===== src/design/panel_ctl_regs.svh =====
// Constants for the operator panel run-control block.
// Assumes inclusion by the package and the run-control modules.
`ifndef PANEL_CTL_REGS_SVH
`define PANEL_CTL_REGS_SVH
`define WORD_W            18
`define ADDR_W            13
`define LEVELS            3
`define NUMGEN_READ_ADDR  13'h1C03
`define IO_FUNC_CODE      4'hF
`define START_JUMP_LO     13'h1FF5
`define LOADER_FIRST      13'h1FF4
`define LOADER_LAST       13'h1FFF
`define LOADER_REL0       13'h1C00
`define LOADER_REL1       13'h1C08
`define AUTO_START_ADDR   13'h1FF1
`define AUTO_CONST        18'h2AAAA
`define DEBOUNCE_NS       2000000
`define CLK_PERIOD_NS     40
`define DEBOUNCE_CYC      ((`DEBOUNCE_NS + `CLK_PERIOD_NS - 1) / `CLK_PERIOD_NS)
`define MON_POSITIONS     11
`endif


===== src/design/panel_ctl_pkg.sv =====
// Types for the operator panel run-control block.
// Assumes panel_ctl_regs.svh is on the include path.
`include "panel_ctl_regs.svh"
package panel_ctl_pkg;
  typedef enum logic [2:0] {
    KEY_AUTO   = 3'h1,
    KEY_MANUAL = 3'h2,
    KEY_TEST   = 3'h4
  } key_pos_t;

  typedef enum logic [1:0] {
    SW3_CENTRE = 2'h0,
    SW3_UP     = 2'h1,
    SW3_DOWN   = 2'h2
  } sw3_t;

  typedef enum logic [5:0] {
    ST_RESET   = 6'h01,
    ST_RUN     = 6'h02,
    ST_STOPPING= 6'h04,
    ST_STOPPED = 6'h08,
    ST_STEP    = 6'h10,
    ST_PARHALT = 6'h20
  } run_state_t;

  typedef struct packed {
    logic                  start_jump_up;
    logic                  start_jump_dn;
    logic                  stop;
    logic                  restart;
    logic                  reset;
    logic [`LEVELS-1:0]    int_btn;
  } panel_evt_t;

  typedef struct packed {
    logic                  go;
    logic [`ADDR_W-1:0]    go_addr;
    logic                  go_level1;
    logic                  clear_h;
    logic                  step_instr;
    logic                  step_micro;
    logic                  repeat_micro;
    logic                  enter_word;
    logic                  execute_word;
    logic                  cpu_reset;
  } cpu_cmd_t;
endpackage


===== src/design/panel_sync.sv =====
// Two-flop synchroniser and debouncer for one panel contact.
// Assumes a raw mechanical contact, asynchronous to mclk_i.
`timescale 1ns/10ps
`include "panel_ctl_regs.svh"
module panel_sync #(
  parameter int unsigned DEB_CYC = `DEBOUNCE_CYC
) (
  input  wire logic mclk_i,
  input  wire logic reset_i,
  input  wire logic raw_i,
  output logic      level_o,
  output logic      press_o
);
  import panel_ctl_pkg::*;

  typedef struct packed {
    logic        s1;
    logic        s2;
    logic [31:0] cnt;
    logic        level;
    logic        press;
  } sync_state_t;

  sync_state_t st_r;
  sync_state_t st_nxt;

  // Level must hold steady for DEB_CYC before it is accepted
  always_comb begin
    st_nxt       = st_r;
    st_nxt.s1    = raw_i;
    st_nxt.s2    = st_r.s1;
    st_nxt.press = 1'b0;
    if (st_r.s2 == st_r.level) begin
      st_nxt.cnt = 32'h0;
    end else if (st_r.cnt >= DEB_CYC - 1) begin
      st_nxt.cnt   = 32'h0;
      st_nxt.level = st_r.s2;
      st_nxt.press = st_r.s2;   // One pulse per accepted press
    end else begin
      st_nxt.cnt = st_r.cnt + 32'h1;
    end
  end

  always_ff @(posedge mclk_i) begin
    if (reset_i) begin
      st_r <= '0;
    end else begin
      st_r <= st_nxt;
    end
  end

  assign level_o = st_r.level;
  assign press_o = st_r.press;
endmodule


===== src/design/panel_run_ctl.sv =====
// Run-control and monitor logic behind the operator panel.
// Assumes raw panel contacts on pins and processor handshakes on mclk_i.
`timescale 1ns/10ps
`include "panel_ctl_regs.svh"
module panel_run_ctl #(
  parameter int unsigned DEB_CYC = `DEBOUNCE_CYC
) (
  input  wire logic                        mclk_i,
  input  wire logic                        reset_i,
  input  wire logic                        power_ok_i,
  input  wire panel_ctl_pkg::key_pos_t     key_i,
  input  wire logic [`WORD_W-1:0]          word_sw_i,
  input  wire logic                        jump_up_i,
  input  wire logic                        jump_dn_i,
  input  wire logic                        stop_btn_i,
  input  wire logic                        restart_btn_i,
  input  wire logic                        reset_btn_i,
  input  wire logic [2*`LEVELS-1:0]        level_key_i,
  input  wire logic [`LEVELS-1:0]          int_btn_i,
  input  wire panel_ctl_pkg::sw3_t         entry_sw_i,
  input  wire panel_ctl_pkg::sw3_t         exec_sw_i,
  input  wire panel_ctl_pkg::sw3_t         step_mode_i,
  input  wire logic                        micro_rep_i,
  input  wire logic                        lockout_i,
  input  wire logic                        parity_btn_i,
  input  wire logic [3:0]                  mon_sel_i,
  input  wire logic [`WORD_W*`MON_POSITIONS-1:0] mon_groups_i,
  input  wire logic                        instr_done_i,
  input  wire logic                        parity_err_i,
  input  wire logic                        io_in_i,
  input  wire logic                        io_out_i,
  input  wire logic [3:0]                  io_func_i,
  input  wire logic [`ADDR_W-1:0]          io_addr_i,
  input  wire logic [`LEVELS-1:0]          ext_int_i,
  input  wire logic [`LEVELS:0]            level_active_i,
  output logic [`WORD_W-1:0]               acc_in_o,
  output logic                             acc_in_vld_o,
  output panel_ctl_pkg::cpu_cmd_t          cmd_o,
  output logic                             run_o,
  output logic [`LEVELS-1:0]               int_req_o,
  output logic                             protect_o,
  output logic                             loader_map_o,
  output logic                             reset_lamp_o,
  output logic                             stop_lamp_o,
  output logic                             parity_en_lamp_o,
  output logic                             parity_lamp_o,
  output logic [`LEVELS-1:0]               red_lamp_o,
  output logic [`LEVELS-1:0]               green_lamp_o,
  output logic [`WORD_W-1:0]               mon_lamp_o
);
  import panel_ctl_pkg::*;

  localparam int NSW = 5 + `LEVELS;

  typedef struct packed {
    run_state_t         state;
    logic               por_done;
    logic               par_en;
    logic [`LEVELS-1:0] btn_pend;
    logic [`LEVELS-1:0] red;
    logic [`LEVELS-1:0] green;
    logic [`WORD_W-1:0] acc;
    logic               acc_vld;
    cpu_cmd_t           cmd;
    logic               run;
    logic [`LEVELS-1:0] int_req;
    logic               protect;
    logic               loader;
    logic               reset_lamp;
    logic               stop_lamp;
    logic               parity_lamp;
    logic [`WORD_W-1:0] mon;
    logic               pwr_s1;
    logic               pwr_s2;
    logic [2:0]         key_s1;
    logic [2:0]         key_s2;
    logic [`WORD_W-1:0] ws_s1;
    logic [`WORD_W-1:0] ws_s2;
    logic [2*`LEVELS-1:0] lk_s1;
    logic [2*`LEVELS-1:0] lk_s2;
    logic [9:0]         t_s1;
    logic [9:0]         t_s2;
    logic [`LEVELS-1:0] ext_s1;
    logic [`LEVELS-1:0] ext_s2;
    logic [4:0]         mon_s1;
    logic [4:0]         mon_s2;
  } ctl_state_t;

  ctl_state_t st_r;
  ctl_state_t st_nxt;

  logic [NSW-1:0] raw_w;
  logic [NSW-1:0] prs_w;
  panel_evt_t     evt_w;

  // Debounced contacts: jump up/down, stop, restart, reset, level buttons
  assign raw_w = {jump_up_i, jump_dn_i, stop_btn_i, restart_btn_i, reset_btn_i, int_btn_i};

  genvar gi;
  generate
    for (gi = 0; gi < NSW; gi++) begin : g_sync
      panel_sync #(.DEB_CYC(DEB_CYC)) u_sync (
        .mclk_i  (mclk_i),
        .reset_i (reset_i),
        .raw_i   (raw_w[gi]),
        .level_o (),
        .press_o (prs_w[gi])
      );
    end
  endgenerate

  assign evt_w = panel_evt_t'(prs_w);

  always_comb begin
    logic                manual_ok;
    logic                test_ok;
    logic                entry_on;
    logic                exec_on;
    logic [1:0]          stepm;
    logic [1:0]          ent;
    logic [1:0]          exe;
    logic                mrep;
    logic                lock;
    logic                pbtn;
    logic [`LEVELS-1:0]  lvl_manual;
    logic [`LEVELS-1:0]  lvl_perm;
    logic                resume;
    // Panel qualifiers first, so every local has a value before any use
    manual_ok = (st_r.key_s2 != KEY_AUTO);
    test_ok   = (st_r.key_s2 == KEY_TEST);
    ent   = test_ok ? st_r.t_s2[9:8] : 2'h0;
    exe   = test_ok ? st_r.t_s2[7:6] : 2'h0;
    stepm = test_ok ? st_r.t_s2[5:4] : 2'h0;
    mrep  = test_ok & st_r.t_s2[3];
    lock  = test_ok & st_r.t_s2[2];
    pbtn  = test_ok & st_r.t_s2[1];
    entry_on = (ent != 2'h0);
    exec_on  = (exe != 2'h0);
    for (int i = 0; i < `LEVELS; i++) begin
      lvl_manual[i] = manual_ok & st_r.lk_s2[2*i+1];
      lvl_perm[i]   = manual_ok & st_r.lk_s2[2*i];
    end
    resume = manual_ok & evt_w.restart;
    st_nxt = st_r;
    // Level inputs from pins pass two flops first
    st_nxt.pwr_s1 = power_ok_i;
    st_nxt.pwr_s2 = st_r.pwr_s1;
    st_nxt.key_s1 = key_i;
    st_nxt.key_s2 = st_r.key_s1;
    st_nxt.ws_s1  = word_sw_i;
    st_nxt.ws_s2  = st_r.ws_s1;
    st_nxt.lk_s1  = level_key_i;
    st_nxt.lk_s2  = st_r.lk_s1;
    st_nxt.t_s1   = {entry_sw_i, exec_sw_i, step_mode_i, micro_rep_i, lockout_i, parity_btn_i,
                     1'b0};
    st_nxt.t_s2   = st_r.t_s1;
    st_nxt.ext_s1 = ext_int_i;
    st_nxt.ext_s2 = st_r.ext_s1;
    st_nxt.mon_s1 = {1'b0, mon_sel_i};
    st_nxt.mon_s2 = st_r.mon_s1;

    // Defaults for one-cycle commands
    st_nxt.cmd     = '0;
    st_nxt.acc_vld = 1'b0;
    st_nxt.protect = ~lock;
    st_nxt.par_en  = pbtn;

    // Power-on reset held until interlocks clear
    if (!st_r.pwr_s2) begin
      st_nxt.por_done      = 1'b0;
      st_nxt.state         = ST_RESET;
      st_nxt.cmd.cpu_reset = 1'b1;
      st_nxt.run           = 1'b0;
    end else if (!st_r.por_done) begin
      st_nxt.por_done = 1'b1;
      if (st_r.key_s2 == KEY_AUTO) begin
        st_nxt.state         = ST_RUN;
        st_nxt.cmd.go        = 1'b1;
        st_nxt.cmd.go_level1 = 1'b1;
        st_nxt.cmd.go_addr   = `AUTO_START_ADDR;
      end
    end else if (manual_ok && evt_w.reset) begin
      st_nxt.state         = ST_RESET;
      st_nxt.cmd.cpu_reset = 1'b1;
    end else if (manual_ok && (evt_w.start_jump_up || evt_w.start_jump_dn)) begin
      st_nxt.state         = ST_RUN;
      st_nxt.cmd.go        = 1'b1;
      st_nxt.cmd.go_level1 = 1'b1;
      st_nxt.cmd.clear_h   = 1'b1;
      st_nxt.cmd.go_addr   = evt_w.start_jump_up ? st_r.ws_s2[`ADDR_W-1:0] : `START_JUMP_LO;
      st_nxt.loader        = ~evt_w.start_jump_up;
    end else begin
      case (st_r.state)
        ST_RESET: begin
          if (resume && (entry_on || exec_on)) begin
            st_nxt.state = ST_STEP;
          end
        end
        ST_RUN: begin
          if (manual_ok && evt_w.stop) begin
            st_nxt.state = ST_STOPPING;
          end else if (st_r.par_en && parity_err_i) begin
            st_nxt.state = ST_PARHALT;
          end else if (stepm != 2'h0 || ent == 2'h1 || exe == 2'h1) begin
            st_nxt.state = ST_STOPPING;
          end
        end
        ST_STOPPING: begin
          if (instr_done_i) begin
            st_nxt.state = ST_STOPPED;
          end
        end
        ST_STOPPED, ST_PARHALT: begin
          if (resume) begin
            st_nxt.state = ST_STEP;
          end
        end
        ST_STEP: begin
          st_nxt.cmd.step_instr   = (stepm == 2'h2);
          st_nxt.cmd.step_micro   = (stepm == 2'h1);
          st_nxt.cmd.repeat_micro = mrep;
          st_nxt.cmd.execute_word = exec_on;
          st_nxt.cmd.enter_word   = entry_on;
          if (entry_on) begin
            st_nxt.acc     = st_r.ws_s2;
            st_nxt.acc_vld = 1'b1;
          end
          // Single or any step mode waits for the next restart
          if (stepm != 2'h0 || ent == 2'h1 || exe == 2'h1 ||
              (mrep && stepm == 2'h1)) begin
            st_nxt.state = ST_STOPPING;
          end else if (!entry_on && !exec_on && !mrep) begin
            st_nxt.state = ST_RUN;
          end
        end
        default: st_nxt.state = ST_RESET;
      endcase
    end
    st_nxt.run = (st_nxt.state == ST_RUN) || (st_nxt.state == ST_STEP);

    // Input instruction 15/7171 reads the word switches, or a fixed constant with the key at auto
    if (io_in_i && io_func_i == `IO_FUNC_CODE && io_addr_i == `NUMGEN_READ_ADDR) begin
      st_nxt.acc     = manual_ok ? st_r.ws_s2 : `AUTO_CONST;
      st_nxt.acc_vld = 1'b1;
    end
    // Loader area released by output code 7168 or 7176; a jump in the same cycle wins
    if (io_out_i && io_func_i == `IO_FUNC_CODE &&
        (io_addr_i == `LOADER_REL0 || io_addr_i == `LOADER_REL1) && !st_nxt.cmd.go) begin
      st_nxt.loader = 1'b0;
    end

    // Interrupts: panel button pending set wins over its consumption
    for (int i = 0; i < `LEVELS; i++) begin
      st_nxt.btn_pend[i] = 1'b0;
      if (lvl_manual[i] && evt_w.int_btn[i]) begin
        st_nxt.btn_pend[i] = 1'b1;
      end
      st_nxt.int_req[i] = st_r.btn_pend[i] | lvl_perm[i] |
                          (~lvl_manual[i] & st_r.ext_s2[i]);
      st_nxt.red[i]   = st_nxt.int_req[i];
      st_nxt.green[i] = level_active_i[i+1];
    end

    // Lamps are live in every key position
    st_nxt.reset_lamp  = (st_nxt.state == ST_RESET);
    st_nxt.stop_lamp   = (st_nxt.state == ST_STOPPED) || (st_nxt.state == ST_PARHALT) ||
                         (stepm != 2'h0);
    st_nxt.parity_lamp = (st_nxt.state == ST_PARHALT);
    // Selector beyond the last position shows zero
    st_nxt.mon = '0;
    for (int p = 0; p < `MON_POSITIONS; p++) begin
      if (st_r.mon_s2 == 5'(p + 1)) begin
        st_nxt.mon = mon_groups_i[p*`WORD_W +: `WORD_W];
      end
    end
  end

  always_ff @(posedge mclk_i) begin
    if (reset_i) begin
      st_r          <= '0;
      st_r.state    <= ST_RESET;
      st_r.protect  <= 1'b1;
      st_r.reset_lamp <= 1'b1;
    end else begin
      st_r <= st_nxt;
    end
  end

  // Outputs straight from state flops
  assign acc_in_o         = st_r.acc;
  assign acc_in_vld_o     = st_r.acc_vld;
  assign cmd_o            = st_r.cmd;
  assign run_o            = st_r.run;
  assign int_req_o        = st_r.int_req;
  assign protect_o        = st_r.protect;
  assign loader_map_o     = st_r.loader;
  assign reset_lamp_o     = st_r.reset_lamp;
  assign stop_lamp_o      = st_r.stop_lamp;
  assign parity_en_lamp_o = st_r.par_en;
  assign parity_lamp_o    = st_r.parity_lamp;
  assign red_lamp_o       = st_r.red;
  assign green_lamp_o     = st_r.green;
  assign mon_lamp_o       = st_r.mon;
endmodule


===== config.mk =====
export PLATFORM = sky130hd
export DESIGN_NAME = panel_run_ctl
export DESIGN_NICKNAME = d
export VERILOG_FILES = /design/src/design/panel_ctl_pkg.sv /design/src/design/panel_sync.sv /design/src/design/panel_run_ctl.sv
export VERILOG_INCLUDE_DIRS = /design/src /design/src/design
export SDC_FILE = /design/constraint.sdc
export NUM_CORES = 1
export LEC_CHECK = 0
export ABC_AREA = 1
export BUFFER_PORTS_ARGS = -buffer_cell sky130_fd_sc_hd__buf_2
export CAP_MARGIN = 15
export CORE_MARGIN = 5
export CORE_UTILIZATION = 35
export DETAILED_ROUTE_END_ITERATION = 12
export MAX_ROUTING_LAYER = met4
export PLACE_DENSITY = 0.67
export SETUP_SLACK_MARGIN = 0.5
export SYNTH_ARGS = -nofsm -noshare
export SYNTH_HDL_FRONTEND = slang
export SYNTH_HIERARCHICAL = 1
export SYNTH_SLANG_ARGS = --single-unit

===== constraint.sdc =====
create_clock -name mclk_i -period 2.6 [get_ports mclk_i]
set_clock_uncertainty 0.1 [all_clocks]
set_input_delay 0.52 -clock mclk_i [delete_from_list [all_inputs] [get_ports mclk_i]]
set_output_delay 0.52 -clock mclk_i [all_outputs]
set_load 0.005 [all_outputs]

### Yosys cells after proc, flatten, opt, wreduce, memory -nomap -nowiden

Cells that the tools add are included.

* add/subtract/negate cells: 8
* magnitude comparators: 8
* equal/unequal tests: 43
* mux-type cells: 48
* bitwise gates (word level): 44
* reduce and logical (&&, ||, !) cells: 67

Operators with widths (count)
* $add A32 B1 Y32 const B: 8
* $ge A32 B16 Y1 const B: 8
* $mux W18: 12
* $mux W19: 5
* $mux W40: 2
* $mux W6: 12
* $reduce_or A3 Y1: 16
* $eq A13 B13 Y1 const B: 3
* $mux W15: 2
* $pmux W6 S5: 1
* $not A1 Y1: 25
* $eq A5 B3 Y1 const B: 4
* $eq A5 B4 Y1 const B: 4
* $logic_and A1 B1 Y1: 16
* $mux W16: 1
* $reduce_and A2 Y1: 8
* $mux W7: 2
* $reduce_bool A2 Y1: 7
* $and A1 B1 Y1: 13
* $mux W13: 1
* $eq A6 B1 Y1 const B: 2
* $eq A6 B2 Y1 const B: 2
* $eq A6 B4 Y1 const B: 2
* $eq A6 B5 Y1 const B: 2
* other kinds (23): 60

* register bits after elaboration: 462
* input bits: 277
* output and inout bits: 75
* word-level logic and storage cells: 299

### Logic depth before layout (Yosys ltp)

* word-level depth: 16
* mapped depth: 17
* depth with buffers taken out: 17

### Modules after synthesis

The synthesis kept the hierarchy.

Modules (own cells, without submodules)
* panel_sync at g_sync[0].u_sync ...: instances 7, cells each 154, area each 1297.5 µm², sequential area each 720.7 µm²
* panel_run_ctl: instances 1, cells each 1059, area each 7628.6 µm², sequential area each 3403.3 µm²
* panel_sync at g_sync[7].u_sync: instances 1, cells each 155, area each 1343.8 µm², sequential area each 720.7 µm²

### Worst setup path after synthesis

No wires, ideal clock.

* kind: input -> register
* start point: input port io_addr_i[7]
* end point: register st_r (netlist bit acc_in_o[13])
* setup time: 137 ps
* arrival: 1725 ps
* required time: 2363 ps
* slack: 638 ps
* cell stages on the path: 9
* path buffers: 1
* path through: or2_1 > nor4_1 > nor3b_1 > nand2_1 > nand2_2 > buf_6 > inv_2 > o21ai_0 > a21oi_1

* cells in the longest elaborated chain, start to end: 4
* elaborated cells on any way between the ends: 10
* classes of those cells: eq/ne: 3; mux: 1; reduce/logical: 6

Ends and longest elaborated chain
* start, declared: line panel_run_ctl.sv:33 `` input wire logic [`ADDR_W-1:0] io_addr_i, ``
* $eq A13 B13 Y1 (no source line) *
* $logic_and A1 B1 Y1 (no source line) *
* $ne A2 B1 Y1 (no source line) / $reduce_bool A2 Y1 (equally long branches)
* $reduce_and A6 Y1 (no source line)
* end signal, assigned: line panel_run_ctl.sv:285 `st_r <= st_nxt;`
* end, declared: line panel_run_ctl.sv:89 `ctl_state_t st_r;`

Every way passes the cells marked *; elsewhere a longest branch is shown, timed or not.
A chain may end at the register's enable or synchronous reset.

==> results.md <==
* XOR/XNOR share of the synthesized area at 3.10%
* RePlAce Congestion at 1.07
* Chip Width at 237 um
* Tcrit/Tclk final at 78.5%
* Final cell count without fillers at 3,477
* Root buf cell: clkbuf_16
* Unrepaired setup endpoints after global routing: true
* Number of enable flip-flop cells after synthesis at 0
* Worst R2R Start: st_r[85]
* Placed Cells incl. Taps at 3,365
* Global-route wire length before repair at 75.9 mm
* Clock Latency Late Sink at 0.57 ns
* Die extent in y at 237 um
* Min-Delay Endpoint: st_nxt[19]
* Largest family of logic cells by synthesized area: simple AND/OR/NAND/NOR gates
* Ant diodes at 0
* Synth Area in Simple Gates at 29.2%
* First drt pass iteration count at 5
* Worst Hold Depth at 3
* Post-synthesis cell type count at 47
* Mux cell area share after synthesis at 0%
* Hold path start: micro_rep_i
* Sequential cell area fraction in the yosys report at 50.8%
* # H-tree levels at 2
* Max-cap violations at 0
* Largest net degree at the start of global routing at 44
* Clock Path Buffers at 3
* Post-Route M1 WL at 19.5 mm
* Routed vias at 15,300
* Filler Cell Count at 5,093
* Total grt overflow at 0
* Worst EP required at 3.01 ns
* WHS at 0.0480 ns
* Synth async-reset ratio at 0%
* Final setup viols at 0
* CP Class: reg2reg
* Reg2reg end: acc_in_o[15]
* Vias in the first global route at 14,400
* Syn. warnings at 6
* Area delta synth->final at 25.3%
* IO buf count at 350
* Final instance area at 0.0226 sq mm
* Fin crit period at 2.04 ns
* Hold Path Class: in2reg
* # rows at 83
* Area after DPL at 0.0206 sq mm
* Overall power at 14.6 mW
* Mapped cell area at 0.0181 sq mm
* Reg clk slew, reported paths at 0.06 ns
* Initial antenna violation count at 2
* Mapped Avg Cell Area at 7.88 sq um
* Pwr Density at 647 mW/mm^2
* Worst reg2reg path depth at 13
* CTS tree: yes
* HPWL Detailed at 38.8 mm
* Num CTS Buffers at 48
* #FFs+latches synth at 458
* Post-route DRC at 0
* Leakage at 9.89 nW
* Slew Limit Fails at 0
* Wire length on met3 at 3.12 mm
* Total Neg Setup Slack at 0 ns
* NumNets Final at 3,050
* Uppermost routed layer: met4
* Initial Util at 35.3%
* Io pins at 352
* Vias per inst at 4.39
* Gr usage total at 17.5%
* WL final at 50.5 mm
* Die footprint at 0.0562 sq mm
* Mapped Cells at 2,292
* ANT nets after route at 0
* Startpoint Class: register
* Initial drt markers at 672
* Status: complete, no violations
* Share of cells above drive strength 1 at 23.9%
* Drt wl/cell at 14.5 um
* Sink Count at 458
* Max FO, Critical Path at 6
* Worst Setup End Kind: register
* Core area at 0.0512 sq mm
* Post-Synth Adder-Cell Area at 0.554%
* Max VDD drop at 0.533 mV
* Fmax at 490 MHz
* WP data arrival at 2.45 ns
* Crit. Startpoint: st_r[85]
* Final hold violations at 0
* Compound-Gate Fraction of Synth Area at 6.15%
* Reg2reg setup slack at 0.56 ns
* Metal2 WL at 24.3 mm
* Main synth FF type: dfxtp_1
==> cells in the mapped netlist (2+ instances only) <==
master / instances / area share, %
xor2_1: 41 / 2.0
clkbuf_1: 24 / 0.50
nand2_2: 17 / 0.59
nor3_4: 9 / 0.81
a21oi_2: 12 / 0.58
nor3_2: 3 / 0.17
xnor2_1: 23 / 1.1
conb_1: 8 / 0.17
nor2_4: 11 / 0.69
inv_1: 253 / 5.3
buf_2: 5 / 0.14
nor2_2: 38 / 1.3
nor4_1: 2 / 0.069
ha_1: 8 / 0.55
clkinv_1: 3 / 0.062
nand2_4: 2 / 0.12
or2_2: 17 / 0.59
nor2_1: 403 / 8.4
nor3_1: 45 / 1.2
inv_2: 18 / 0.37
buf_1: 4 / 0.083
o211ai_1: 2 / 0.083
nand3_1: 123 / 3.4
or2_0: 14 / 0.49
nand3_2: 9 / 0.50
a211oi_2: 4 / 0.28
o2111ai_1: 14 / 0.68
nand3b_1: 7 / 0.29
dfxtp_1: 458 / 51
nand2_1: 434 / 9.0
buf_4: 69 / 2.9
o21ai_0: 40 / 1.1
nand4_1: 35 / 1.2
a31oi_1: 6 / 0.21
a21oi_1: 110 / 3.0
buf_6: 10 / 0.62
==> cell type report <==
class,instances,area [sq um],area share [%]
clock inverters,19,181,0.802
multi-input cells,1566,7710,34.1
clock buffers,63,1330,5.87
flip-flops and latches,458,9180,40.6
repair buffers,416,2320,10.3
inverters,275,1050,4.63
well taps,680,851,3.76
==> layout by cell type, fill, tap and decap left out, types with 6 or more instances in the layout <==
cell type | synthesis | final
a31oi_1 | 6 | 6
a21oi_2 | 12 | 14
nand3_1 | 123 | 119
dlygate4sd3_1 | 0 | 13
nor3_4 | 9 | 9
or2_2 | 17 | 16
o21ai_0 | 40 | 33
nand4_1 | 35 | 35
clkbuf_16 | 0 | 49
nand3b_1 | 7 | 7
nand2_1 | 434 | 421
nand2_2 | 17 | 29
xor2_1 | 41 | 41
inv_1 | 253 | 251
clkbuf_1 | 24 | 9
o2111ai_1 | 14 | 13
clkinv_2 | 0 | 13
nand3_2 | 9 | 11
inv_2 | 18 | 19
nor2_1 | 403 | 391
ha_1 | 8 | 8
nor2_2 | 38 | 41
buf_6 | 10 | 6
xnor2_1 | 23 | 23
nor2_4 | 11 | 20
buf_2 | 5 | 350
buf_4 | 69 | 45
a21oi_1 | 110 | 108
or2_0 | 14 | 14
nor3_1 | 45 | 44
conb_1 | 8 | 128
dfxtp_1 | 458 | 451
==> through the flow <==
stage / worst slack, ns / utilization, %
floorplan: 0.638 / -
global placement: 0.131 / 40.3
detailed placement: 0.0911 / 40.3
CTS: 0.484 / 43.6
global route: 0.453 / 44.2
finish: 0.558 / 44.2
==> sequential cells by signal, indices dropped and copies added, names as in the netlist, 8 cells and up <==
register / cells
g_sync.u_sync/st_r: 264
st_r: 54
st_nxt: 44
cmd_o: 22
acc_in_o: 18
mon_lamp_o: 18
g_sync.u_sync/level_o: 8
g_sync.u_sync/press_o: 8
g_sync.u_sync/st_nxt: 8
==> logic make-up after synthesis <==
logic type	after synthesis
and+or+nand+nor	1174
xor gates and xnor gates	64
AOI/OAI and AO/OA	192
buffers and inverters	388
adders and majority gates	8
other	8
DFF	458
==> worst max-delay path, stage by stage, from the launching register on <==
cell      delay [ns]
dfxtp_2         0.34
inv_2           0.06
nand2_2         0.06
nor2_4          0.16
clkinv_4        0.11
o21ai_4         0.11
nand2_4         0.09
nor3_4          0.27
nand3_4         0.16
nand2_4         0.14
buf_4           0.12
or2_2           0.09
o21ai_0         0.07
a21oi_1         0.11
==> power by group <==
| part | switching (mW) | internal, mW |
|---|---|---|
| clock network | 2.74 | 3.80 |
| registers | 0.0854 | 7.24 |
| logic | 0.430 | 0.331 |
| total | 3.26 | 11.4 |
==> what timing repair did <==
action,CTS,global route
endpoints found under the hold margin,13,0
resized for setup,17,68
pin swaps,2,17
hold buffers,13,0
gates cloned,0,2
endpoints found under the setup margin,49,48
buffers inserted,4,11
==> worst max-delay path by stage <==
stage	endpoint	slack (ns)	cells after the start
6_report	acc_in_o[15]	0.56	13
5_1_grt	reset_lamp_o	0.45	13
4_1_cts	mon_lamp_o[6]	0.48	11
3_5_place_dp	acc_in_o[1]	0.09	11
3_3_place_gp	mon_lamp_o[6]	0.13	11
2_1_floorplan	acc_in_o[13]	0.64	9
==> metal layers <==
| layer | global-route usage, % | vias up |
|---|---|---|
| met1 | 18.6 | 6748 |
| li1 | - | 7894 |
| met2 | 29.7 | 481 |
| met4 | 10.9 | 0 |
| met3 | 3.58 | 140 |
| met5 | - | - |
(Power assumes the default switching activity.)
